File: config.mk
export PLATFORM = sky130hd
export DESIGN_NAME = can_transceiver_mode_fault_ctrl
export DESIGN_NICKNAME = d
export VERILOG_FILES = /design/src/verilog/can_xcvr_pkg.sv /design/src/verilog/short_qualifier_if.sv /design/src/verilog/short_qualifier.sv /design/src/verilog/can_transceiver_mode_fault_ctrl.sv
export SDC_FILE = /design/constraint.sdc
export NUM_CORES = 1
export LEC_CHECK = 0
export ABC_AREA = 1
export CAP_MARGIN = 40
export CORE_UTILIZATION = 40
export CTS_BUF_LIST = sky130_fd_sc_hd__clkbuf_2
export DETAILED_ROUTE_END_ITERATION = 7
export DONT_BUFFER_PORTS = 1
export HOLD_SLACK_MARGIN = 0.02
export MAX_ROUTING_LAYER = met4
export PLACE_DENSITY = 0.6
export SLEW_MARGIN = 30
export SYNTH_ARGS = -nofsm -noshare
export SYNTH_HDL_FRONTEND = slang
export SYNTH_HIERARCHICAL = 1
export SYNTH_SLANG_ARGS = --single-unit
File: constraint.sdc
create_clock -name clk_sys -period 1.8 [get_ports clk_sys]
set_input_delay 0.27 -clock clk_sys [delete_from_list [all_inputs] [get_ports clk_sys]]
set_output_delay 0.27 -clock clk_sys [all_outputs]
set_load 0.01 [all_outputs]
File: src/verilog/can_xcvr_pkg.sv
// constants, register map and mode encodings for the bus transceiver control
package can_xcvr_pkg;
    typedef enum logic [1:0] {
        MODE_SLEEP_NOWAKE = 2'h0,
        MODE_LISTEN       = 2'h1,
        MODE_SLEEP_WAKE   = 2'h2,
        MODE_NORMAL       = 2'h3
    } xcvr_mode_t;

    localparam int unsigned CLK_HZ          = 25_000_000;
    localparam int unsigned SHORT_SAMPLE_NS = 500;
    // sample point is a least time: round up
    localparam int unsigned SHORT_SAMPLE_CYC = (SHORT_SAMPLE_NS * (CLK_HZ / 1_000_000) + 999) / 1000;
    localparam int unsigned SHORT_REPEAT     = 5;
    localparam int unsigned RX_REC_REPEAT    = 7;
    localparam int unsigned TX_DOM_TIMEOUT_US  = 1000;
    localparam int unsigned BUS_DOM_TIMEOUT_US = 1000;
    localparam int unsigned TX_DOM_CYC  = TX_DOM_TIMEOUT_US * (CLK_HZ / 1_000_000);
    localparam int unsigned BUS_DOM_CYC = BUS_DOM_TIMEOUT_US * (CLK_HZ / 1_000_000);

    localparam logic [3:0] ADDR_MODE       = 4'h0;
    localparam logic [3:0] ADDR_BUS_DIAG   = 4'h1;
    localparam logic [3:0] ADDR_SHARED_DIAG = 4'h2;
    localparam logic [3:0] ADDR_IRQ_INHIBIT = 4'h3;

    // bus_diag_register bit positions
    localparam int unsigned BIT_TX_DOM   = 0;
    localparam int unsigned BIT_RX_REC   = 1;
    localparam int unsigned BIT_BUS_DOM  = 2;
    localparam int unsigned BIT_LO_GND   = 3;
    localparam int unsigned BIT_HI_BATT  = 4;
    localparam int unsigned BIT_LO_BATT  = 5;
    localparam int unsigned BIT_HI_GND   = 6;
    localparam int unsigned BUS_DIAG_W   = 7;
    // shared_diag_register bit positions
    localparam int unsigned BIT_OT       = 0;
    localparam logic [7:0]  RESET_MODE   = 8'h03;
    localparam logic [7:0]  ZERO8        = 8'h00;
endpackage

File: src/verilog/short_qualifier_if.sv
// carrier between the top and a short-circuit qualifier
interface short_qualifier_if;
    logic sample;
    logic comp;
    logic clear;
    logic detect;
    modport top  (output sample, output comp, output clear, input detect);
    modport qual (input sample, input comp, input clear, output detect);
endinterface

File: src/verilog/short_qualifier.sv
// counts consecutive comparator hits at each sample point
module short_qualifier
    import can_xcvr_pkg::*;
#(
    parameter int unsigned REPEAT = SHORT_REPEAT
) (
    input  wire logic        clk_sys,
    input  wire logic        rst,
    short_qualifier_if.qual  q
);
    logic [3:0] hits_ff;
    logic       detect_ff;

    always_ff @(posedge clk_sys) begin
        if (rst || q.clear) begin
            hits_ff <= 4'h0;
        end else if (q.sample) begin
            // a single miss breaks the run
            hits_ff <= q.comp ? ((hits_ff == 4'(REPEAT)) ? hits_ff : hits_ff + 4'h1) : 4'h0;
        end
    end

    always_ff @(posedge clk_sys) begin
        if (rst) begin
            detect_ff <= 1'b0;
        end else begin
            detect_ff <= q.sample && q.comp && (hits_ff == 4'(REPEAT - 1));
        end
    end
    assign q.detect = detect_ff;
endmodule

File: src/verilog/can_transceiver_mode_fault_ctrl.sv
// mode control and fault supervision of the bus transceiver
//
// Strobed register access and the register offsets were left to the implementer.
module can_transceiver_mode_fault_ctrl
    import can_xcvr_pkg::*;
#(
    parameter int unsigned TX_DOM_CYCLES  = TX_DOM_CYC,
    parameter int unsigned BUS_DOM_CYCLES = BUS_DOM_CYC
) (
    input  wire logic       clk_sys,
    input  wire logic       rst,
    input  wire logic [3:0] reg_addr,
    input  wire logic [7:0] reg_wdata,
    input  wire logic       reg_wr,
    input  wire logic       reg_rd,
    output logic      [7:0] reg_rdata,
    input  wire logic       low_power_off_state,
    input  wire logic       txd,
    output logic            rxd,
    input  wire logic       bus_sense_dominant,
    output logic            bus_drive_en,
    output logic            receiver_en,
    input  wire logic       lo_low_comp,
    input  wire logic       hi_high_comp,
    input  wire logic       lo_overcurrent,
    input  wire logic       hi_overcurrent,
    input  wire logic       overtemp,
    input  wire logic       cooled_down,
    output logic            error_irq
);
    // ========================================================
    // mode field
    // ========================================================
    xcvr_mode_t mode_ff;
    xcvr_mode_t saved_mode_ff;
    logic       lowpow_d_ff;
    logic       tx_fault_ff, rx_fault_ff, ot_fault_ff;
    logic       tx_wait_high_ff, ot_rearm_ff;
    logic [BUS_DIAG_W-1:0] diag_ff;
    logic       ot_flag_ff;
    logic       inhibit_ff;
    logic       txd_d_ff;

    logic wr_mode, normal_written, lp_enter, lp_leave, active;
    logic tx_timeout, rx_stuck, bus_dom_timeout, ot_trip, tx_fall;
    assign wr_mode        = reg_wr && (reg_addr == ADDR_MODE);
    assign normal_written = wr_mode && (xcvr_mode_t'(reg_wdata[1:0]) == MODE_NORMAL);
    assign lp_enter       = low_power_off_state && !lowpow_d_ff;
    assign lp_leave       = !low_power_off_state && lowpow_d_ff;
    assign active = !low_power_off_state && ((mode_ff == MODE_NORMAL) || (mode_ff == MODE_LISTEN));
    assign tx_fall = txd_d_ff && !txd;

    always_ff @(posedge clk_sys) begin
        if (rst) begin
            lowpow_d_ff <= 1'b0;
            txd_d_ff   <= 1'b1;
        end else begin
            lowpow_d_ff <= low_power_off_state;
            txd_d_ff   <= txd;
        end
    end

    always_ff @(posedge clk_sys) begin
        if (rst) begin
            mode_ff       <= xcvr_mode_t'(RESET_MODE[1:0]);
            saved_mode_ff <= xcvr_mode_t'(RESET_MODE[1:0]);
        end else if (lp_enter) begin
            saved_mode_ff <= mode_ff;
            mode_ff <= (mode_ff == MODE_SLEEP_NOWAKE) ? MODE_SLEEP_NOWAKE : MODE_SLEEP_WAKE;
        end else if (lp_leave) begin
            mode_ff <= saved_mode_ff;
        end else if (tx_timeout || rx_stuck || ot_trip) begin
            mode_ff <= xcvr_mode_t'({1'b0, mode_ff[0]});
        end else if (wr_mode && !low_power_off_state) begin
            mode_ff <= xcvr_mode_t'(reg_wdata[1:0]);
        end
    end

    // ========================================================
    // transmit stuck dominant
    // ========================================================
    logic [$clog2(TX_DOM_CYCLES+1)-1:0] tx_cnt_ff;
    always_ff @(posedge clk_sys) begin
        if (rst || !active || txd) begin
            tx_cnt_ff <= '0;
        end else if (tx_cnt_ff != ($bits(tx_cnt_ff))'(TX_DOM_CYCLES)) begin
            tx_cnt_ff <= tx_cnt_ff + 1'b1;
        end
    end
    assign tx_timeout = active && !txd && !tx_fault_ff &&
                        (tx_cnt_ff == ($bits(tx_cnt_ff))'(TX_DOM_CYCLES - 1));

    always_ff @(posedge clk_sys) begin
        if (rst) begin
            tx_fault_ff     <= 1'b0;
            tx_wait_high_ff <= 1'b0;
        end else if (tx_timeout) begin
            tx_fault_ff     <= 1'b1;
            tx_wait_high_ff <= 1'b0;
        end else if (tx_fault_ff) begin
            // the rewrite must come first, then a high sample
            if (normal_written) begin
                tx_wait_high_ff <= 1'b1;
            end else if (tx_wait_high_ff && txd && mode_ff == MODE_NORMAL) begin
                tx_fault_ff     <= 1'b0;
                tx_wait_high_ff <= 1'b0;
            end
        end
    end

    // ========================================================
    // receive stuck recessive: bus should be dominant, receive high
    // ========================================================
    logic [2:0] rx_cnt_ff;
    logic       expect_dom;
    assign expect_dom = active && bus_drive_en && !txd;
    always_ff @(posedge clk_sys) begin
        if (rst || !active) begin
            rx_cnt_ff <= 3'h0;
        end else if (expect_dom) begin
            rx_cnt_ff <= rxd ? ((rx_cnt_ff == 3'(RX_REC_REPEAT)) ? rx_cnt_ff : rx_cnt_ff + 3'h1) : 3'h0;
        end
    end
    assign rx_stuck = expect_dom && rxd && !rx_fault_ff && (rx_cnt_ff == 3'(RX_REC_REPEAT - 1));

    always_ff @(posedge clk_sys) begin
        if (rst) begin
            rx_fault_ff <= 1'b0;
        end else if (rx_stuck) begin
            rx_fault_ff <= 1'b1;
        end else if (normal_written) begin
            rx_fault_ff <= 1'b0;
        end
    end

    // ========================================================
    // bus dominant timeout
    // ========================================================
    logic [$clog2(BUS_DOM_CYCLES+1)-1:0] bus_cnt_ff;
    always_ff @(posedge clk_sys) begin
        if (rst || !active || !bus_sense_dominant) begin
            bus_cnt_ff <= '0;
        end else if (bus_cnt_ff != ($bits(bus_cnt_ff))'(BUS_DOM_CYCLES)) begin
            bus_cnt_ff <= bus_cnt_ff + 1'b1;
        end
    end
    // flag only, drivers untouched
    assign bus_dom_timeout = active && bus_sense_dominant &&
                             (bus_cnt_ff == ($bits(bus_cnt_ff))'(BUS_DOM_CYCLES - 1));

    // ========================================================
    // overtemperature
    // ========================================================
    assign ot_trip = overtemp && !ot_fault_ff;
    always_ff @(posedge clk_sys) begin
        if (rst) begin
            ot_fault_ff <= 1'b0;
            ot_rearm_ff <= 1'b0;
        end else if (ot_trip) begin
            ot_fault_ff <= 1'b1;
            ot_rearm_ff <= 1'b0;
        end else if (ot_fault_ff) begin
            if (normal_written) begin
                ot_rearm_ff <= 1'b1;
            end
            // falling edge while hot is ignored
            if (ot_rearm_ff && cooled_down && !overtemp && tx_fall && mode_ff == MODE_NORMAL) begin
                ot_fault_ff <= 1'b0;
                ot_rearm_ff <= 1'b0;
            end
        end
    end

    // ========================================================
    // short-circuit qualification, reported only
    // ========================================================
    logic [$clog2(SHORT_SAMPLE_CYC+1)-1:0] smp_cnt_ff;
    logic smp_run_ff, sample_pt;
    always_ff @(posedge clk_sys) begin
        if (rst) begin
            smp_run_ff <= 1'b0;
            smp_cnt_ff <= '0;
        end else if (tx_fall) begin
            smp_run_ff <= 1'b1;
            smp_cnt_ff <= '0;
        end else if (smp_run_ff) begin
            smp_cnt_ff <= smp_cnt_ff + 1'b1;
            smp_run_ff <= !sample_pt;
        end
    end
    assign sample_pt = smp_run_ff && (smp_cnt_ff == ($bits(smp_cnt_ff))'(SHORT_SAMPLE_CYC - 1));

    short_qualifier_if sq [4] ();
    logic [3:0] comps, shorts;
    assign comps = {hi_overcurrent, lo_overcurrent, hi_high_comp, lo_low_comp};
    for (genvar i = 0; i < 4; i++) begin : g_short
        assign sq[i].sample = sample_pt;
        assign sq[i].comp   = comps[i];
        assign sq[i].clear  = !active;
        assign shorts[i]    = sq[i].detect;
        short_qualifier #(.REPEAT(SHORT_REPEAT)) u_q (
            .clk_sys (clk_sys),
            .rst     (rst),
            .q       (sq[i].qual)
        );
    end

    // ========================================================
    // sticky flags: hardware set wins over software clear
    // ========================================================
    logic [BUS_DIAG_W-1:0] diag_set;
    logic                  clr_diag, clr_ot;
    always_comb begin
        diag_set = '0;
        diag_set[BIT_TX_DOM]  = tx_timeout;
        diag_set[BIT_RX_REC]  = rx_stuck;
        diag_set[BIT_BUS_DOM] = bus_dom_timeout;
        diag_set[BIT_LO_GND]  = shorts[0];
        diag_set[BIT_HI_BATT] = shorts[1];
        diag_set[BIT_LO_BATT] = shorts[2];
        diag_set[BIT_HI_GND]  = shorts[3];
    end
    assign clr_diag = reg_wr && (reg_addr == ADDR_BUS_DIAG);
    assign clr_ot   = reg_wr && (reg_addr == ADDR_SHARED_DIAG) && reg_wdata[BIT_OT];

    always_ff @(posedge clk_sys) begin
        if (rst) begin
            diag_ff <= '0;
        end else begin
            // write one to clear
            diag_ff <= (diag_ff & ~(clr_diag ? reg_wdata[BUS_DIAG_W-1:0] : '0)) | diag_set;
        end
    end
    always_ff @(posedge clk_sys) begin
        if (rst) begin
            ot_flag_ff <= 1'b0;
        end else begin
            ot_flag_ff <= ot_trip || (ot_flag_ff && !clr_ot);
        end
    end
    always_ff @(posedge clk_sys) begin
        if (rst) begin
            inhibit_ff <= 1'b0;
        end else if (reg_wr && reg_addr == ADDR_IRQ_INHIBIT) begin
            inhibit_ff <= reg_wdata[0];
        end
    end
    // shorts are information only and stay off the interrupt
    always_ff @(posedge clk_sys) begin
        if (rst) begin
            error_irq <= 1'b0;
        end else begin
            error_irq <= !inhibit_ff && (diag_ff[BIT_TX_DOM] || diag_ff[BIT_RX_REC] ||
                                         diag_ff[BIT_BUS_DOM] || ot_flag_ff);
        end
    end

    // ========================================================
    // pin drive
    // ========================================================
    logic drv_ok, rcv_ok;
    assign drv_ok = !low_power_off_state && mode_ff == MODE_NORMAL &&
                    !tx_fault_ff && !rx_fault_ff && !ot_fault_ff && !tx_timeout && !rx_stuck && !ot_trip;
    assign rcv_ok = !low_power_off_state && (mode_ff == MODE_NORMAL || mode_ff == MODE_LISTEN) &&
                    !rx_fault_ff && !rx_stuck;
    always_ff @(posedge clk_sys) begin
        if (rst) begin
            bus_drive_en <= 1'b0;
            receiver_en  <= 1'b0;
            rxd          <= 1'b0;
        end else begin
            bus_drive_en <= drv_ok && !txd;
            receiver_en  <= rcv_ok;
            rxd          <= rcv_ok ? !bus_sense_dominant : 1'b0;
        end
    end

    // ========================================================
    // register read, one cycle later
    // ========================================================
    always_ff @(posedge clk_sys) begin
        if (rst) begin
            reg_rdata <= ZERO8;
        end else if (reg_rd) begin
            case (reg_addr)
                ADDR_MODE:        reg_rdata <= {6'h00, mode_ff};
                ADDR_BUS_DIAG:    reg_rdata <= {1'b0, diag_ff};
                ADDR_SHARED_DIAG: reg_rdata <= {7'h00, ot_flag_ff};
                ADDR_IRQ_INHIBIT: reg_rdata <= {7'h00, inhibit_ff};
                default:          reg_rdata <= ZERO8;
            endcase
        end else begin
            reg_rdata <= ZERO8;
        end
    end
endmodule

* After elaboration in Yosys (flattened, before gate mapping)
Index checks and enable logic that the tools add are counted.
** Word-level totals
- Output and inout bits :: 12
- Bits in registers :: 90
- Bits of input ports :: 25
** Operators by class
- Equality and inequality tests :: 27
- Multiplexer cells :: 32
- Reductions and logical operators :: 94
- $add $sub $neg :: 8
- Bitwise gates (word level) :: 5
** Operators by type and width (count)
- logical AND 1 bit :: 49
- equality test 4 x 3 -> 1 bit (second input constant) :: 8
- 2-to-1 mux 4 bit :: 8
- adder 15 x 1 -> 15 bit (second input constant) :: 2
- equality test 15 bit (second input constant) :: 2
- inequality test 15 bit (second input constant) :: 2
- case mux 7 bit (4 select lines) :: 1
- adder 4 x 1 -> 4 bit (second input constant) :: 5
- AND reduction 2 bit :: 8
- zero test 1 bit :: 15
- 2-to-1 mux 1 bit :: 15
- logical OR 1 bit :: 10
- 2-to-1 mux 2 bit :: 5
- inequality test 2 bit (second input constant) :: 5
- OR reduction 2 bit :: 5
- equality test 4 x 2 -> 1 bit (second input constant) :: 2
- bitwise AND 7 bit :: 1
- 2-to-1 mux 7 bit :: 1
- NOT 7 bit :: 1
- bitwise OR 7 bit :: 1
- equality test 3 bit (second input constant) :: 2
- 2-to-1 mux 3 bit :: 2
- nonzero test 2 bit :: 3
- equality test 2 bit (second input constant) :: 2
- 10 further kinds :: 11

* Longest topological paths before layout
- Depth in word-level cells :: 13
- Gate-level depth with buffers :: 10
- Gate-level depth less buffers :: 10

* Cells and area by module
The synthesis kept the hierarchy.
** By module, submodules not included
- can_transceiver_mode_fault_ctrl :: sequential area each 1381.3 um2, cells an instance 423, area an instance 3211.8 um2, instances 1
- short_qualifier :: sequential area each 100.1 um2, cells an instance 44, area an instance 301.5 um2, instances 4

* Worst setup path after synthesis
OpenSTA, ideal clock, no wires.
- Path type :: register to register
- Start :: reg smp_cnt_ff[1]
- End :: reg g_short[0].u_q.hits_ff[3]
- Library setup time :: 0.064 ns
- Slack :: -0.148 ns
- Clock period less this slack :: 1.948 ns
- Cell stages (with the launch flop) :: 9
- Data arrival time :: 1.884 ns
- Cell sequence :: dfxtp_1 > inv_1 > ha_1 > nand3_1 > nor2_1 > nand3_1 > nor2_1 > nor2_1 > nor2_1
** Between the ends
- Longest elaborated chain between the ends :: 3
** Ends and longest elaborated chain
- from (decl) :: line can_transceiver_mode_fault_ctrl.sv:177 : logic [$clog2(SHORT_SAMPLE_CYC+1)-1:0] smp_cnt_ff;
- from (signal assigned) :: line can_transceiver_mode_fault_ctrl.sv:187 : smp_cnt_ff <= smp_cnt_ff + 1'b1;
- equality test 4 bit :: line can_transceiver_mode_fault_ctrl.sv:191 : assign sample_pt = smp_run_ff && (smp_cnt_ff == ($bits(smp_cnt_ff))'(SHORT_SAMPLE_CYC - 1));
- logical AND 1 bit :: line can_transceiver_mode_fault_ctrl.sv:191
- net sample_pt :: line can_transceiver_mode_fault_ctrl.sv:178 : logic smp_run_ff, sample_pt;
- AND reduction 2 bit (no line)
- to (signal assigned) :: line short_qualifier.sv:19 : hits_ff <= q.comp ? ((hits_ff == 4'(REPEAT)) ? hits_ff : hits_ff + 4'h1) : 4'h0;
- to (decl) :: line short_qualifier.sv:11 : logic [3:0] hits_ff;
The timed path passes the listed nets, and every way through them passes these cells.
A chain may end at the register's enable or synchronous reset.

* Worst setup path in the final report
- Start :: in reg_addr[2]
- End :: reg diag_ff[5]
** Between the ends
- Longest elaborated chain between the ends :: 6
** Ends and longest elaborated chain
- from (decl) :: line can_transceiver_mode_fault_ctrl.sv:12 : input wire logic [3:0] reg_addr,
- equality test 4 x 1 -> 1 bit :: line can_transceiver_mode_fault_ctrl.sv:223 : assign clr_diag = reg_wr && (reg_addr == ADDR_BUS_DIAG);
- logical AND 1 bit :: line can_transceiver_mode_fault_ctrl.sv:223
- 2-to-1 mux 7 bit :: line can_transceiver_mode_fault_ctrl.sv:231 : diag_ff <= (diag_ff & ~(clr_diag ? reg_wdata[BUS_DIAG_W-1:0] : '0)) | diag_set;
- NOT 7 bit :: line can_transceiver_mode_fault_ctrl.sv:231
- bitwise AND 7 bit :: line can_transceiver_mode_fault_ctrl.sv:231
- bitwise OR 7 bit :: line can_transceiver_mode_fault_ctrl.sv:231
- to (signal assigned) :: line can_transceiver_mode_fault_ctrl.sv:231
- to (decl) :: line can_transceiver_mode_fault_ctrl.sv:39 : logic [BUS_DIAG_W-1:0] diag_ff;
No other way between the ends.

==> impl_metrics.csv <==
group,metric,value,unit
drt,wl,9820,µm
synth,synth_cells,599,
critical_path,crit_family,"buffers and inverters",
finish,final_cell_mix,"nand2_1, dfxtp_1, inv_1",
finish,multi_input_area,0.00229,mm²
drt,via_per_inst,5.02,
timing,finalClockSkew,33.5,ps
timing,finalHoldViolCount,0,
synth,yosys_warnings,6,
place,pre_cts_ws,232,ps
synth,yosysTopAreaCellShare,0.403,
synth,synth-edff-count,0,
critical_path,path_common_cell,"dlygate4sd3_1",
floorplan,die_area,0.0115,mm²
power_and_ir_drop,peakVddDrop,324,µV
critical_path,critical_path_arrival,2250,ps
synth,synth_seq_area_share,0.403,
drt,vias,3959,
critical_path,critPathSlowestCell,"dlygate4sd3_1",
power_and_ir_drop,seqPwrFrac,0.622,
clock_network,cts_root_buffer,"clkbuf_2",
finish,final_net_count,691,
finish,regArea,0.00179,mm²
power_and_ir_drop,power.density,642,mW/mm²
clock_network,h-tree-depth,3,
power_and_ir_drop,p_leak,1.92,nW
synth,netlist_area,0.00442,mm²
grt,grt_pass1_wl,16600,µm
critical_path,cp.required,2250,ps
power_and_ir_drop,pwr-share-comb,0.073,
clock_network,cts_num_sinks,89,
timing,period_needed,1800,ps
critical_path,crit_chain,"dlygate4sd3_1 -> nor2_4 -> nand2_2 -> nor2_2 -> nand2_1 -> a21oi_1 -> nor2_1 -> dlygate4sd3_1",
finish,synthToLayoutAreaGrowth,15.0,%
synth,async_flop_share,0,
synth,synth-seq-cells,89,
timing,tightest_slew,557,ps
floorplan,rows,38,
floorplan,start_util,0.409,
power_and_ir_drop,switchingPower,0.834,mW
synth,synth_cell_types,38,
critical_path,worst_path_largest_cell_delay,570,ps
synth,post-synth-top-area-cell,"dfxtp_1",
critical_path,path_class,"input port to flop",
clock_network,clock_path_buffers,2,
drt,dr.pass1.iters,4,
power_and_ir_drop,switching_share,0.256,
timing,setup_viol,1,
synth,syn_nets,647,
place,hpwl,6990,µm
place,port_buffers,0,
min_path,hp-class,"input port to flop",
drt,drt_iter0_drc,176,
status,status,"finished with violations",
place,place_congestion,0.842,
power_and_ir_drop,pwr-share-clk,0.305,
drt,drc_errors,0,
grt,track_usage,0.190,
critical_path,end_kind,"flop",
timing,fmax,0.555,GHz
drt,met1_length,4520,µm
synth,synth_ff_type,"dfxtp_1",
timing,setup_tns,-1.96,ps
drt,top_layer,"met4",
timing,relSlewSlack,0.629,
timing,whs,103,ps
synth,synth_area_per_cell,7.38,µm²
floorplan,core,0.0108,mm²
clock_network,cts_tree,"built",
timing,rsz0062_at_grt,"no",
grt,antenna_found_initial,0,
finish,fill_cells,1085,
status,violations,"negative setup slack",
timing,finalWorstSetupSlack,-1.96,ps
finish,layout-drive-gt1-share,0.105,
flow_run,drv_cap,0,
synth,synthTopCellsByArea,"dfxtp_1, nand2_1, inv_1",
finish,finish.utilization,0.471,
critical_path,cp-start-kind,"input port",
drt,final_antenna_net_count,0,
floorplan,ioPinCount,37,
clock_network,clk_pin_slew,230,ps
clock_network,numCtsBuffers,9,
drt,met3_length,503,µm
floorplan,chipHeight,107,µm
timing,slew_viol_final,0,
critical_path,cp_num_buf_inv,2,
timing,finalCritPeriodShare,1.00,
finish,final_common_cell,"nand2_1",
drt,wl_per_cell,12.5,µm
grt,grt_pass1_vias,3689,
drt,dr_wl_met2,4630,µm
power_and_ir_drop,intPower,2.43,mW
floorplan,die_w,107,µm
finish,n_antenna_cell,0,
critical_path,path_max_fanout,8,
grt,grt-ovfl-total,0,
clock_network,clkLatencyLatePin,570,ps
grt,grt_start_max_net_pins,25,
registers in the layout, summed over array words and instances (netlist names), 2 cells and up:
| register | cells |
|---|---|
| bus_cnt_ff | 15 |
| diag_ff | 7 |
| g_short.u_q/hits_ff | 16 |
| g_short.u_q/q.detect | 4 |
| mode_ff | 2 |
| reg_rdata | 7 |
| rx_cnt_ff | 3 |
| saved_mode_ff | 2 |
| smp_cnt_ff | 4 |
| tx_cnt_ff | 15 |
final timing paths:
check	startpoint	end	slack, ps	cells after the start
hold / removal	reg_wr	diag_ff[0]$_SDFF_PP0_	100	5
hold reg to reg	diag_ff[5]$_SDFF_PP0_	reg_rdata[5]$_SDFF_PP0_	480	1
setup / recovery	reg_addr[2]	diag_ff[5]$_SDFF_PP0_	-2	8
setup reg to reg	mode_ff[0]$_SDFFE_PP1P_	g_short[0].u_q/hits_ff[1]$_SDFFE_PP0P_	120	7
synth_stat cells, types with 2 or more instances:
cell type,n
xor2_1,2
a31oi_1,3
a21oi_1,44
nand3_2,3
o21ai_0,17
ha_1,23
a211oi_1,3
o21a_1,3
nor2_1,70
nor2_4,4
nand2_2,6
dfxtp_1,89
buf_2,4
nand4_1,27
nand3_1,38
o21ai_2,4
and3_1,3
nor3b_1,8
nand2_1,107
inv_1,79
o21ai_1,4
nor4_1,8
nor2_2,7
inv_2,8
nor3_2,2
a21oi_2,6
nor3_1,16
layer usage:
| metal | vias up | track usage |
|---|---|---|
| li1 | 2067 | - |
| met1 | 1801 | 0.222 |
| met2 | 74 | 0.309 |
| met3 | 17 | 0.0529 |
| met4 | 0 | 0.0802 |
| met5 | - | - |
logic make-up (layout without fill, tap and decap cells):
logic type	count (synthesis)	count (layout)	synth area share
adder cells (fa/ha/maj)	23	23	0.0651
buffers and inverters	93	142	0.0810
flip-flops	89	89	0.403
other	1	1	0.000849
AND/OR/NAND/NOR	304	304	0.332
XOR/XNOR	2	2	0.00397
AO/OA/AOI/OAI	87	87	0.114
tightest hold or removal path, stage by stage:
cell and delay, ps:
inv_1 70, nor2_2 100, inv_2 60, o21ai_1 50, a21oi_1 110
timing repair:
action / 4_1_cts / 5_1_grt
hold buffers: 36 / 0
hold endpoints to repair: 72 / 0
setup endpoints to repair: 0 / 11
setup buffers: 0 / 1
gates resized for setup: 0 / 7
power groups by stage:
stage	combinational, mW	sequential (mW)	clock, mW
after floorplan	0.138	2.06	0
after global placement	0.163	2.07	0
after detailed placement	0.166	2.07	0
after CTS	0.236	2.03	1.05
after global routing	0.266	2.04	1.13
final	0.238	2.03	0.995
stage by stage:
step | cell area (µm²) | total power [mW] | cells
global placement | 4590 | 2.23 | 735
floorplan | 4420 | 2.20 | 599
global route | 5080 | 3.43 | 788
finish | 5080 | 3.26 | 788
detailed placement | 4590 | 2.23 | 735
CTS | 5060 | 3.31 | 787
final cells by class:
class	count	area share
Clock inverter	4	0.00862
Inverter	87	0.0643
Timing Repair Buffer	39	0.0783
Clock buffer	12	0.0118
Tap cell	140	0.0345
Sequential cell	89	0.351
Multi-Input combinational cell	417	0.451
No activity file was read; power rests on OpenSTA's default activity.
